## config.mk

```make
export PLATFORM = sky130hd
export DESIGN_NAME = fstcw_top
export DESIGN_NICKNAME = d
export VERILOG_FILES = /design/src/logic/fstcw_pkg.sv /design/src/logic/fstcw_classify.sv /design/src/logic/fstcw_tag_build.sv /design/src/logic/fstcw_top.sv
export VERILOG_INCLUDE_DIRS = /design/src /design/src/logic
export SDC_FILE = /design/constraint.sdc
export NUM_CORES = 1
export LEC_CHECK = 0
export BUFFER_PORTS_ARGS = -buffer_cell sky130_fd_sc_hd__buf_4
export CAP_MARGIN = 20
export CORE_MARGIN = 5
export CORE_UTILIZATION = 24
export CTS_CLUSTER_DIAMETER = 50
export DETAILED_ROUTE_END_ITERATION = 8
export PLACE_DENSITY = 0.35
export SLEW_MARGIN = 20
export SYNTH_ARGS = -nofsm -noshare
export SYNTH_HDL_FRONTEND = slang
export SYNTH_SLANG_ARGS = --single-unit
```

## constraint.sdc

```tcl
create_clock -name pclk -period 19.4 [get_ports pclk]
set_clock_uncertainty 0.05 [all_clocks]
set_input_delay 3.88 -clock pclk [delete_from_list [all_inputs] [get_ports pclk]]
set_output_delay 3.88 -clock pclk [all_outputs]
set_load 0.02 [all_outputs]
```

## src/logic/fstcw_map.svh

```systemverilog
// Register offsets, field positions, reset values, tag codes and interrupt bits of the status/control/tag bank
`ifndef FSTCW_MAP_SVH
`define FSTCW_MAP_SVH

`define FSTCW_OFF_CTRL      8'h00
`define FSTCW_OFF_STATUS    8'h04
`define FSTCW_OFF_TAG       8'h08
`define FSTCW_OFF_TAGSAVE   8'h0c
`define FSTCW_OFF_CMD       8'h10
`define FSTCW_OFF_DATA0     8'h14
`define FSTCW_OFF_DATA1     8'h18
`define FSTCW_OFF_DATA2     8'h1c
`define FSTCW_OFF_CLASS     8'h20
`define FSTCW_OFF_IRQ_STAT  8'h24
`define FSTCW_OFF_IRQ_MASK  8'h28

`define FSTCW_CTRL_RESET    16'h037f
`define FSTCW_TAG_RESET     16'hffff
`define FSTCW_CTRL_INF_BIT  12
`define FSTCW_CTRL_IM_BIT   0

`define FSTCW_TAG_VALID     2'h0
`define FSTCW_TAG_ZERO      2'h1
`define FSTCW_TAG_SPECIAL   2'h2
`define FSTCW_TAG_EMPTY     2'h3

`define FSTCW_CMD_OP_MSB    3
`define FSTCW_CMD_ARG_BIT   4
`define FSTCW_CMD_Q_LSB     5

`define FSTCW_IRQ_STACK     0
`define FSTCW_IRQ_INVALID   1
`define FSTCW_IRQ_PTAN      2
`define FSTCW_IRQ_W         3

`endif

```

## src/logic/fstcw_pkg.sv

```systemverilog
// Types shared by the status/control/tag bank
package fstcw_pkg;

	typedef enum logic [3:0] {
		FSTCW_OP_NOP       = 4'h0,
		FSTCW_OP_INIT      = 4'h1,
		FSTCW_OP_PREM_PART = 4'h2,
		FSTCW_OP_PREM_DONE = 4'h3,
		FSTCW_OP_PTAN      = 4'h4,
		FSTCW_OP_PUSH      = 4'h5,
		FSTCW_OP_POP       = 4'h6,
		FSTCW_OP_INVALID   = 4'h7,
		FSTCW_OP_CLEX      = 4'h8
	} fstcw_op_t;

	typedef struct packed {
		logic       busy;
		logic       c3;
		logic [2:0] top;
		logic       c2;
		logic       c1;
		logic       c0;
		logic       es;
		logic       sf;
		logic [4:0] rsv;
		logic       ie;
	} fstcw_status_t;

endpackage

```

## src/logic/fstcw_classify.sv

```systemverilog
// Derives a tag from the contents of one 80-bit extended register
`timescale 1ns/100ps
`include "fstcw_map.svh"

module fstcw_classify (
	input  wire logic [79:0] value,
	output logic      [1:0]  tag
);
	wire        exp_zero = (value[78:64] == 15'h0000);
	wire        exp_ones = (value[78:64] == 15'h7fff);
	wire        sig_zero = (value[63:0] == 64'h0000000000000000);
	wire        unnormal = ~exp_zero & ~value[63];

	// Denormals, unnormals, infinities and NaNs all count as special
	assign tag = (exp_zero & sig_zero)                ? `FSTCW_TAG_ZERO :
	             (exp_zero | exp_ones | unnormal)     ? `FSTCW_TAG_SPECIAL :
	                                                    `FSTCW_TAG_VALID;
endmodule

```

## src/logic/fstcw_tag_build.sv

```systemverilog
// Rebuilds the tag word from register contents, keeping only the empty marks of the stored word
`timescale 1ns/100ps
`include "fstcw_map.svh"

module fstcw_tag_build (
	input  wire logic [7:0][79:0] regs,
	input  wire logic [15:0]      tag_in,
	output logic      [15:0]      tag_out
);
	genvar i;
	generate
		for (i = 0; i < 8; i++) begin : g_slot
			logic [1:0] derived;
			fstcw_classify u_cls (
				.value (regs[i]),
				.tag   (derived)
			);
			assign tag_out[2*i +: 2] = (tag_in[2*i +: 2] == `FSTCW_TAG_EMPTY) ? `FSTCW_TAG_EMPTY : derived;
		end
	endgenerate
endmodule

```

## src/logic/fstcw_top.sv

```systemverilog
// Floating-point status, control and tag word bank with APB register access
//
// Summary of operation
// - Initialise, partial-remainder-incomplete and reset clear CONDITION_CODE_BITS to zero.
// - Status bit 10 flags an incomplete partial tangent reduction.
// - Infinity arithmetic is always affine; projective is never used.
// - Control bit 12 is read/write but steers nothing.
// - Stack overflow or underflow sets the invalid-operation flag, status bit 0.
// - Stack overflow or underflow also sets stack-fault flag, status bit 6.
// - On a stack fault, status bit 9 tells overflow from underflow.
// - Numeric invalid operations leave the stack-fault flag as it stands, neither setting nor clearing it.
// - A loaded tag of 11 means empty; 00, 01, 10 mean nonempty.
// - Nonempty operands are classified from register contents, not the tag.
// - Tag store rebuilds each nonempty tag from the register contents first.
//
// Decided for this implementation: the register addresses and the APB register port.
`timescale 1ns/100ps
`include "fstcw_map.svh"

module fstcw_top (
	input  wire logic        pclk,
	input  wire logic        presetn,
	input  wire logic        psel,
	input  wire logic        penable,
	input  wire logic        pwrite,
	input  wire logic [7:0]  paddr,
	input  wire logic [31:0] pwdata,
	output logic      [31:0] prdata,
	output logic             pready,
	output logic             pslverr,
	output logic             irq
);

	// Architectural state
	logic [15:0]              ctrl_word;
	logic [3:0]               cc;
	logic                     ie;
	logic                     sf;
	logic [2:0]               top;
	logic [15:0]              tag_word;
	logic [31:0]              data0;
	logic [31:0]              data1;
	logic [15:0]              data2;
	logic [`FSTCW_IRQ_W-1:0]  irq_stat;
	logic [`FSTCW_IRQ_W-1:0]  irq_mask;
	logic [79:0]              stack_regs [0:7];

	logic [3:0]               next_cc;
	logic                     next_ie;
	logic                     next_sf;
	logic [2:0]               next_top;
	logic [15:0]              next_tag;
	logic [`FSTCW_IRQ_W-1:0]  next_ev;

	// APB phase decode
	wire setup   = psel & ~penable;
	wire access  = psel & penable & pready;
	wire wr_done = access & pwrite;
	wire rd_done = access & ~pwrite;

	wire hit_ctrl     = (paddr == `FSTCW_OFF_CTRL);
	wire hit_status   = (paddr == `FSTCW_OFF_STATUS);
	wire hit_tag      = (paddr == `FSTCW_OFF_TAG);
	wire hit_tagsave  = (paddr == `FSTCW_OFF_TAGSAVE);
	wire hit_cmd      = (paddr == `FSTCW_OFF_CMD);
	wire hit_data0    = (paddr == `FSTCW_OFF_DATA0);
	wire hit_data1    = (paddr == `FSTCW_OFF_DATA1);
	wire hit_data2    = (paddr == `FSTCW_OFF_DATA2);
	wire hit_class    = (paddr == `FSTCW_OFF_CLASS);
	wire hit_irq_stat = (paddr == `FSTCW_OFF_IRQ_STAT);
	wire hit_irq_mask = (paddr == `FSTCW_OFF_IRQ_MASK);
	wire hit_any      = hit_ctrl | hit_status | hit_tag | hit_tagsave | hit_cmd | hit_data0 | hit_data1
	                  | hit_data2 | hit_class | hit_irq_stat | hit_irq_mask;

	// Write strobes, one per writable register, and the tag-save read strobe, taken at the access edge
	wire wr_ctrl      = wr_done & hit_ctrl;
	wire wr_tag       = wr_done & hit_tag;
	wire wr_data0     = wr_done & hit_data0;
	wire wr_data1     = wr_done & hit_data1;
	wire wr_data2     = wr_done & hit_data2;
	wire wr_irq_stat  = wr_done & hit_irq_stat;
	wire wr_irq_mask  = wr_done & hit_irq_mask;
	wire rd_tagsave   = rd_done & hit_tagsave;

	// Command decode
	wire                 cmd_go  = wr_done & hit_cmd;
	fstcw_pkg::fstcw_op_t cmd_op;
	assign cmd_op = fstcw_pkg::fstcw_op_t'(pwdata[`FSTCW_CMD_OP_MSB:0]);
	wire                 cmd_arg = pwdata[`FSTCW_CMD_ARG_BIT];
	wire [2:0]           cmd_q   = pwdata[`FSTCW_CMD_Q_LSB +: 3];

	// Stack geometry
	// Top wraps modulo eight, so pushes and pops walk the tag word as a ring
	wire [2:0]  push_top   = top - 3'h1;
	wire [2:0]  pop_top    = top + 3'h1;
	wire [1:0]  tag_at_top = tag_word[{top, 1'b0} +: 2];
	wire [1:0]  tag_at_new = tag_word[{push_top, 1'b0} +: 2];
	wire        st0_empty  = (tag_at_top == `FSTCW_TAG_EMPTY);
	wire        overflow   = (tag_at_new != `FSTCW_TAG_EMPTY);
	// The staged operand is only consistent once all three data words are written
	wire [79:0] staged     = {data2, data1, data0};

	// Command strobes shared by the register processes
	wire        op_init    = cmd_go & (cmd_op == fstcw_pkg::FSTCW_OP_INIT);
	wire        push_ok    = cmd_go & (cmd_op == fstcw_pkg::FSTCW_OP_PUSH) & ~overflow;

	// Contents-based classification of staged data and of ST(0)
	logic [1:0] staged_tag;
	logic [1:0] st0_class;
	logic [15:0] rebuilt_tag;
	logic [7:0][79:0] regs_flat;

	genvar gi;
	generate
		for (gi = 0; gi < 8; gi++) begin : g_flat
			assign regs_flat[gi] = stack_regs[gi];
		end
	endgenerate

	fstcw_classify u_cls_staged (
		.value (staged),
		.tag   (staged_tag)
	);

	fstcw_classify u_cls_st0 (
		.value (stack_regs[top]),
		.tag   (st0_class)
	);

	fstcw_tag_build u_tag_build (
		.regs    (regs_flat),
		.tag_in  (tag_word),
		.tag_out (rebuilt_tag)
	);

	// Arithmetic sees only the stored tag's empty mark; the class comes from the register itself
	wire [1:0] operand_class = st0_empty ? `FSTCW_TAG_EMPTY : st0_class;

	// Control bit 12 is stored but nothing reads it for arithmetic; closure is hardwired affine
	wire       inf_affine = 1'b1;

	// Status word assembly
	fstcw_pkg::fstcw_status_t status_word;
	assign status_word.busy = 1'b0;
	assign status_word.c3   = cc[3];
	assign status_word.top  = top;
	assign status_word.c2   = cc[2];
	assign status_word.c1   = cc[1];
	assign status_word.c0   = cc[0];
	assign status_word.es   = ie & ~ctrl_word[`FSTCW_CTRL_IM_BIT];
	assign status_word.sf   = sf;
	assign status_word.rsv  = 5'h00;
	assign status_word.ie   = ie;

	// Read mux; write-only and unmapped offsets read as zero
	logic [31:0] rd_mux;
	always_comb begin
		rd_mux = 32'h00000000;
		if (hit_ctrl) begin
			rd_mux = {16'h0000, ctrl_word};
		end else if (hit_status) begin
			rd_mux = {16'h0000, status_word};
		end else if (hit_tag) begin
			rd_mux = {16'h0000, tag_word};
		end else if (hit_tagsave) begin
			rd_mux = {16'h0000, rebuilt_tag};
		end else if (hit_data0) begin
			rd_mux = data0;
		end else if (hit_data1) begin
			rd_mux = data1;
		end else if (hit_data2) begin
			rd_mux = {16'h0000, data2};
		end else if (hit_class) begin
			rd_mux = {23'h000000, inf_affine, 6'h00, operand_class};
		end else if (hit_irq_stat) begin
			rd_mux = {29'h00000000, irq_stat};
		end else if (hit_irq_mask) begin
			rd_mux = {29'h00000000, irq_mask};
		end
	end

	// Status, stack and tag next-state
	always_comb begin
		next_cc  = cc;
		next_ie  = ie;
		next_sf  = sf;
		next_top = top;
		next_tag = tag_word;
		next_ev  = '0;
		if (wr_tag) begin
			// Stored as written; only the empty code is honoured afterwards
			next_tag = pwdata[15:0];
		end
		if (rd_tagsave) begin
			next_tag = rebuilt_tag;
		end
		if (cmd_go) begin
			case (cmd_op)
				fstcw_pkg::FSTCW_OP_INIT: begin
					next_cc  = 4'h0;
					next_ie  = 1'b0;
					next_sf  = 1'b0;
					next_top = 3'h0;
					next_tag = `FSTCW_TAG_RESET;
				end
				fstcw_pkg::FSTCW_OP_PREM_PART: begin
					next_cc = 4'h0;
				end
				fstcw_pkg::FSTCW_OP_PREM_DONE: begin
					// Quotient bits land in C0, C3, C1; C2 clear marks completion
					next_cc = {cmd_q[1], 1'b0, cmd_q[0], cmd_q[2]};
				end
				fstcw_pkg::FSTCW_OP_PTAN: begin
					next_cc[2] = cmd_arg;
					next_ev[`FSTCW_IRQ_PTAN] = cmd_arg;
				end
				fstcw_pkg::FSTCW_OP_PUSH: begin
					if (overflow) begin
						next_ie    = 1'b1;
						next_sf    = 1'b1;
						next_cc[1] = 1'b1;
						next_ev[`FSTCW_IRQ_STACK] = 1'b1;
					end else begin
						next_top = push_top;
						next_tag[{push_top, 1'b0} +: 2] = staged_tag;
					end
				end
				fstcw_pkg::FSTCW_OP_POP: begin
					if (st0_empty) begin
						next_ie    = 1'b1;
						next_sf    = 1'b1;
						next_cc[1] = 1'b0;
						next_ev[`FSTCW_IRQ_STACK] = 1'b1;
					end else begin
						next_top = pop_top;
						next_tag[{top, 1'b0} +: 2] = `FSTCW_TAG_EMPTY;
					end
				end
				fstcw_pkg::FSTCW_OP_INVALID: begin
					// Numeric invalid: stack-fault flag is left as it stands
					next_ie = 1'b1;
					next_ev[`FSTCW_IRQ_INVALID] = 1'b1;
				end
				fstcw_pkg::FSTCW_OP_CLEX: begin
					next_ie = 1'b0;
					next_sf = 1'b0;
				end
				default: begin
					next_cc = cc;
				end
			endcase
		end
	end

	// Sticky interrupt status: a new event wins over a same-cycle clear
	wire [`FSTCW_IRQ_W-1:0] irq_clr = wr_irq_stat ? pwdata[`FSTCW_IRQ_W-1:0] : '0;
	wire [`FSTCW_IRQ_W-1:0] next_irq_stat = (irq_stat & ~irq_clr) | next_ev;
	// The level output lags the sticky bits by a cycle so that it leaves straight from a flop
	wire                    next_irq = |(irq_stat & irq_mask);

	// APB answer: always one wait-free access phase
	// Read data is captured at setup so that it already stands when pready is sampled
	wire next_pready  = setup;
	wire next_pslverr = setup & ~hit_any;
	wire capture_rd   = setup & ~pwrite;

	always_ff @(posedge pclk or negedge presetn) begin
		if (!presetn) begin
			pready  <= 1'b0;
			pslverr <= 1'b0;
			prdata  <= 32'h00000000;
		end else begin
			pready  <= next_pready;
			pslverr <= next_pslverr;
			if (capture_rd) begin
				prdata <= rd_mux;
			end
		end
	end

	always_ff @(posedge pclk or negedge presetn) begin
		if (!presetn) begin
			cc       <= 4'h0;
			ie       <= 1'b0;
			sf       <= 1'b0;
			top      <= 3'h0;
			tag_word <= `FSTCW_TAG_RESET;
		end else begin
			cc       <= next_cc;
			ie       <= next_ie;
			sf       <= next_sf;
			top      <= next_top;
			tag_word <= next_tag;
		end
	end

	always_ff @(posedge pclk or negedge presetn) begin
		if (!presetn) begin
			ctrl_word <= `FSTCW_CTRL_RESET;
		end else if (op_init) begin
			ctrl_word <= `FSTCW_CTRL_RESET;
		end else if (wr_ctrl) begin
			ctrl_word <= pwdata[15:0];
		end
	end

	always_ff @(posedge pclk or negedge presetn) begin
		if (!presetn) begin
			data0 <= 32'h00000000;
			data1 <= 32'h00000000;
			data2 <= 16'h0000;
		end else begin
			if (wr_data0) begin
				data0 <= pwdata;
			end
			if (wr_data1) begin
				data1 <= pwdata;
			end
			if (wr_data2) begin
				data2 <= pwdata[15:0];
			end
		end
	end

	// Register file has no reset: contents only matter once a tag marks them nonempty
	always_ff @(posedge pclk) begin
		if (push_ok) begin
			stack_regs[push_top] <= staged;
		end
	end

	always_ff @(posedge pclk or negedge presetn) begin
		if (!presetn) begin
			irq_stat <= '0;
			irq_mask <= '0;
			irq      <= 1'b0;
		end else begin
			irq_stat <= next_irq_stat;
			if (wr_irq_mask) begin
				irq_mask <= pwdata[`FSTCW_IRQ_W-1:0];
			end
			irq <= next_irq;
		end
	end

endmodule

```

==> results.md <==
Yosys:
- The share of synthesized area occupied by flip-flops and latches is 0.738.
- Synthesis instantiated 84 different standard cells from the library.
- Yosys attributes the largest share of cell area to sky130_fd_sc_hd__edfxtp_1 61%, sky130_fd_sc_hd__dfrtp_1 11%, sky130_fd_sc_hd__nor4_1 3.4%.
- The post-synthesis average cell area is 15.2 sq um.
- The top flip-flop cell by instance count after synthesis is sky130_fd_sc_hd__edfxtp_1.
- The synthesized flop and latch total is 794.
- Sorting the synthesized cells by how often they occur yields 632 x sky130_fd_sc_hd__edfxtp_1, 177 x sky130_fd_sc_hd__nand2_1, 168 x sky130_fd_sc_hd__nor4_1.
- For this run, the number of Yosys warnings is 0.
- The cell count after synthesis came out at 2,053.
- The post-synthesis cell area is 0.0312 sq mm.
- The cell with the most instances after synthesis is sky130_fd_sc_hd__edfxtp_1.
- The share of synthesized area in the top cell type comes to 0.607.
- Yosys mapped a number of flops with a built-in enable equal to 632.
- Of all flip-flops after synthesis, the portion carrying an async set or reset was 0.204.
- The library cell with the largest summed area after synthesis is sky130_fd_sc_hd__edfxtp_1.
- The synthesized netlist net count is 2,106.

Die:
- The floorplan step set the die height to 371 um.
- For this configuration, the core starts out at a cell density of 0.241.
- In this run the standard cell core region covers 0.129 sq mm.
- In this run the core area contains 132 standard-cell rows.
- The top-level port count is 80.
- The die is 371 um wide.
- The die covers 0.138 sq mm.

Critical path:
- At the worst endpoint, the arrival time is 7.19 ns.
- The number of buffers and inverters on the critical path is 2.
- Walking the worst path, the cells encountered are buf_4 -> nor2b_1 -> nand3b_2 -> nor2_4 -> nand3_1 -> nor2_4 -> buf_4.
- The top fanout value on the critical path is 47.
- The kind of cell with the highest combined delay on the critical path is simple AND/OR/NAND/NOR gates.
- The required time at the endpoint of the critical path is 19.67 ns.
- The endpoint identified for the worst register-to-register timing path is stack_regs[2][78]$_DFFE_PP_.
- The class of the most critical setup path is input port to flop.
- On the worst path, the slowest cell contributes a delay of 0.91 ns.
- The nature of the critical path startpoint is an input port.
- The slowest stage of the critical path is the sky130_fd_sc_hd__nor2_4 cell.
- For the worst flop-to-flop path, the logic depth is 10.
- The startpoint identified for the worst register-to-register timing path is top[0]$_DFFE_PN0P_.
- The endpoint class of the critical path is a flop.
- The worst setup slack for register-to-register paths is 13.12 ns.
- The total number of cells along the worst setup path is 7.

Clock tree:
- Buffers added to address setup during post-CTS repair amount to 0.
- Clock tree synthesis inserted a total of 100 buffers.
- The TritonCTS clock tree is done.
- The CTS sink count is 794.
- The number of gates resized after cts is 0.
- The deepest level of the CTS H-tree is 3.
- Counting along the longest clock path gives a buffer depth of 3.
- The clock-pin slew reported for the worst setup and hold paths after clock tree synthesis is 0.06 ns.
- For the worst-skew pair, the clock arrives at the later sink with an insertion delay of 0.69 ns.
- After clock tree synthesis, the flow added hold-fix buffers numbering 0.
- CTS placed an instance of sky130_fd_sc_hd__clkbuf_16 at the clock tree root.

Hold path:
- Along the worst hold path, the cell count comes to 2.
- The classification of the worst-slack hold path is flop to flop.
- The origin of the worst min-delay path is prdata[26]$_DFFE_PN0P_.
- The worst hold path terminates at prdata[26]$_DFFE_PN0P_.

STA:
- Setup violations remaining at the end of the flow were counted as 0.
- After layout, the minimum clock period comes to 6.92 ns.
- The final count of hold timing violations is 0.
- The worst relative slew slack is 0.198.
- The sum of negative setup slack is 0 ns.
- At the pin with the least slew margin, the transition time is 1.19 ns.
- Setup repair after global routing left no endpoint under its margin.
- The minimum hold slack is 0.440 ns.
- The count of pins over their slew limit is 0.
- The post-route clock period utilization is 0.357.
- For this run, the top clock speed supported by timing is 145 MHz.

Drt:
- For this block, the initial DRC count from the detailed router was 1,672.
- The via count is 19,758.
- The ratio of routed vias to standard cells is 4.87.
- The DRC violation count after routing is 0.
- In the final routed layout, each cell accounts on average for 27.5 um.
- The total iterations of the first detailed-routing run is 6.
- The total detailed-routing wirelength is 112,000 um.
- In this run the remaining antenna-violating nets after routing total 0.

Cells and area:
- The final-stage net count is 2,280.
- Compared with the post-synthesis result, the final layout area differs by 20.8%.
- With fillers left out, the area of the finished cells amounts to 0.0377 sq mm.
- The count of cells in the finished layout, fillers not included, comes to 4,060.
- The fill cell instance count of the final layout is 13,104.
- The fraction of final layout cells with drive strength greater than 1 is 0.207.

Global route:
- The maximum number of pins on one net before global-route repair is 80.
- The via count of the first global-routing pass was 19,950.
- The first global-routing pass estimated 156,000 um of wire.
- The remaining global-route overflow is 0.
- The initial antenna violation count is 12.
- The global-route usage over all layers is 0.161.

Power:
- The switching part of the total is 0.213.
- The analysis attributes to net switching a power of 0.812 mW.
- The internal power of the cells totals 2.99 mW.
- Of the total power, registers draw 0.482.
- Of the total power, the clock network draws 0.500.
- The share of total power dissipated in combinational logic is 0.018.
- The maximum vdd drop is 0.0000626 V.
- The areal power density over the cells is 101 mW/mm^2.
- The leakage power figure is 14.2 nW.

Placed design:
- The number of placed instances, taps included, is 3,866.
- Once detailed placement completed, the half-perimeter wirelength came to 75,800 um.
- The weighted congestion at the end of routability-driven global placement is 0.843.
- The number of buffers inserted by port buffering is 79.
- Once placement finished, the instance area stood at 0.0343 sq mm.

Run:
- The max-cap violation count is 0.

Run status:
- The flow ran to the end, and the final reports show no timing, DRC or antenna violations.
==> layout by cell type (no fill, tap or decap), types with 45 or more instances in the layout <==
cell type and n:
sky130_fd_sc_hd__a21oi_1 63, sky130_fd_sc_hd__buf_4 139, sky130_fd_sc_hd__clkbuf_16 102, sky130_fd_sc_hd__dfrtp_1 135, sky130_fd_sc_hd__edfxtp_1 632, sky130_fd_sc_hd__mux2_2 87, sky130_fd_sc_hd__mux2i_1 45, sky130_fd_sc_hd__nand2_1 175
sky130_fd_sc_hd__nand3_1 57, sky130_fd_sc_hd__nand4_1 64, sky130_fd_sc_hd__nor2_1 59, sky130_fd_sc_hd__nor3_1 48, sky130_fd_sc_hd__nor4_1 167, sky130_fd_sc_hd__o21ai_0 92
==> power by group through the flow <==
stage	Combinational, mW	Sequential, mW	Clock [mW]
floorplan	0.0241	1.87	0
global placement	0.0688	1.87	0
detailed placement	0.0694	1.87	0
CTS	0.0697	1.83	1.96
global route	0.0743	1.83	2.03
finish	0.0694	1.83	1.90
==> sequential cells by signal (all words and copies together) (netlist names), 4 cells and up <==
signal / count
data2: 16
data0: 32
data1: 32
prdata: 32
stack_regs: 632
tag_word: 16
cc: 4
ctrl_word: 16
==> cells by family after synthesis <==
kind of cell / after synthesis / share of synthesized area
multiplexers: 154 / 0.0611
AND/OR/NAND/NOR: 694 / 0.120
flip-flops: 794 / 0.738
AO/OA/AOI/OAI: 317 / 0.0652
XOR/XNOR: 1 / 0.000280
buffers and inverters: 85 / 0.0122
adder cells (fa/ha/maj): 8 / 0.00320
==> worst reg2reg max path, delay by kind of cell (launching register included) <==
family	cells	cell delay, ns
and+or+nand+nor	3	1.61
muxes	2	0.76
DFF	1	0.34
AOI/OAI and AO/OA	1	0.29
adders and majority gates	1	1.05
buffers and inverters	3	1.73
==> final cells by class <==
cell class	instances	area (sq um)	area share
Sequential cell	794	23100	0.611
Timing Repair Buffer	142	1090	0.0288
Inverter	15	56.3	0.00149
Antenna cell	5	12.5	0.000331
Clock inverter	66	746	0.0198
Clock buffer	122	2700	0.0715
Tap cell	1742	2180	0.0577
Multi-Input combinational cell	1174	7900	0.209
==> per-layer routing <==
| metal | GRT usage | up-vias | part of all wire |
|---|---|---|---|
| met5 | 0 | - | 0 |
| met4 | 0.0564 | 0 | 0.030 |
| met3 | 0.0269 | 163 | 0.053 |
| met2 | 0.261 | 694 | 0.47 |
| met1 | 0.217 | 10295 | 0.45 |
| li1 | - | 8606 | - |
==> worst max path at each step <==
stage	from	end	slack (ns)
after floorplan	paddr[3]	stack_regs[4][0]$_DFFE_PP_	10.27
after global placement	pwdata[3]	stack_regs[1][66]$_DFFE_PP_	11.87
after detailed placement	pwdata[3]	stack_regs[2][66]$_DFFE_PP_	11.73
after CTS	pwdata[3]	stack_regs[2][69]$_DFFE_PP_	12.48
after global routing	pwdata[3]	stack_regs[2][78]$_DFFE_PP_	12.33
final	pwdata[3]	stack_regs[2][78]$_DFFE_PP_	12.48
==> metrics by stage <==
stage,util,power [mW],setup WS (ns)
global route,0.291,3.93,12.33
detailed placement,0.265,1.94,11.73
finish,0.292,3.80,12.48
CTS,0.291,3.86,12.48
floorplan,-,1.89,10.27
global placement,0.265,1.94,11.87
Note: power is estimated with default switching activity, not from simulation.
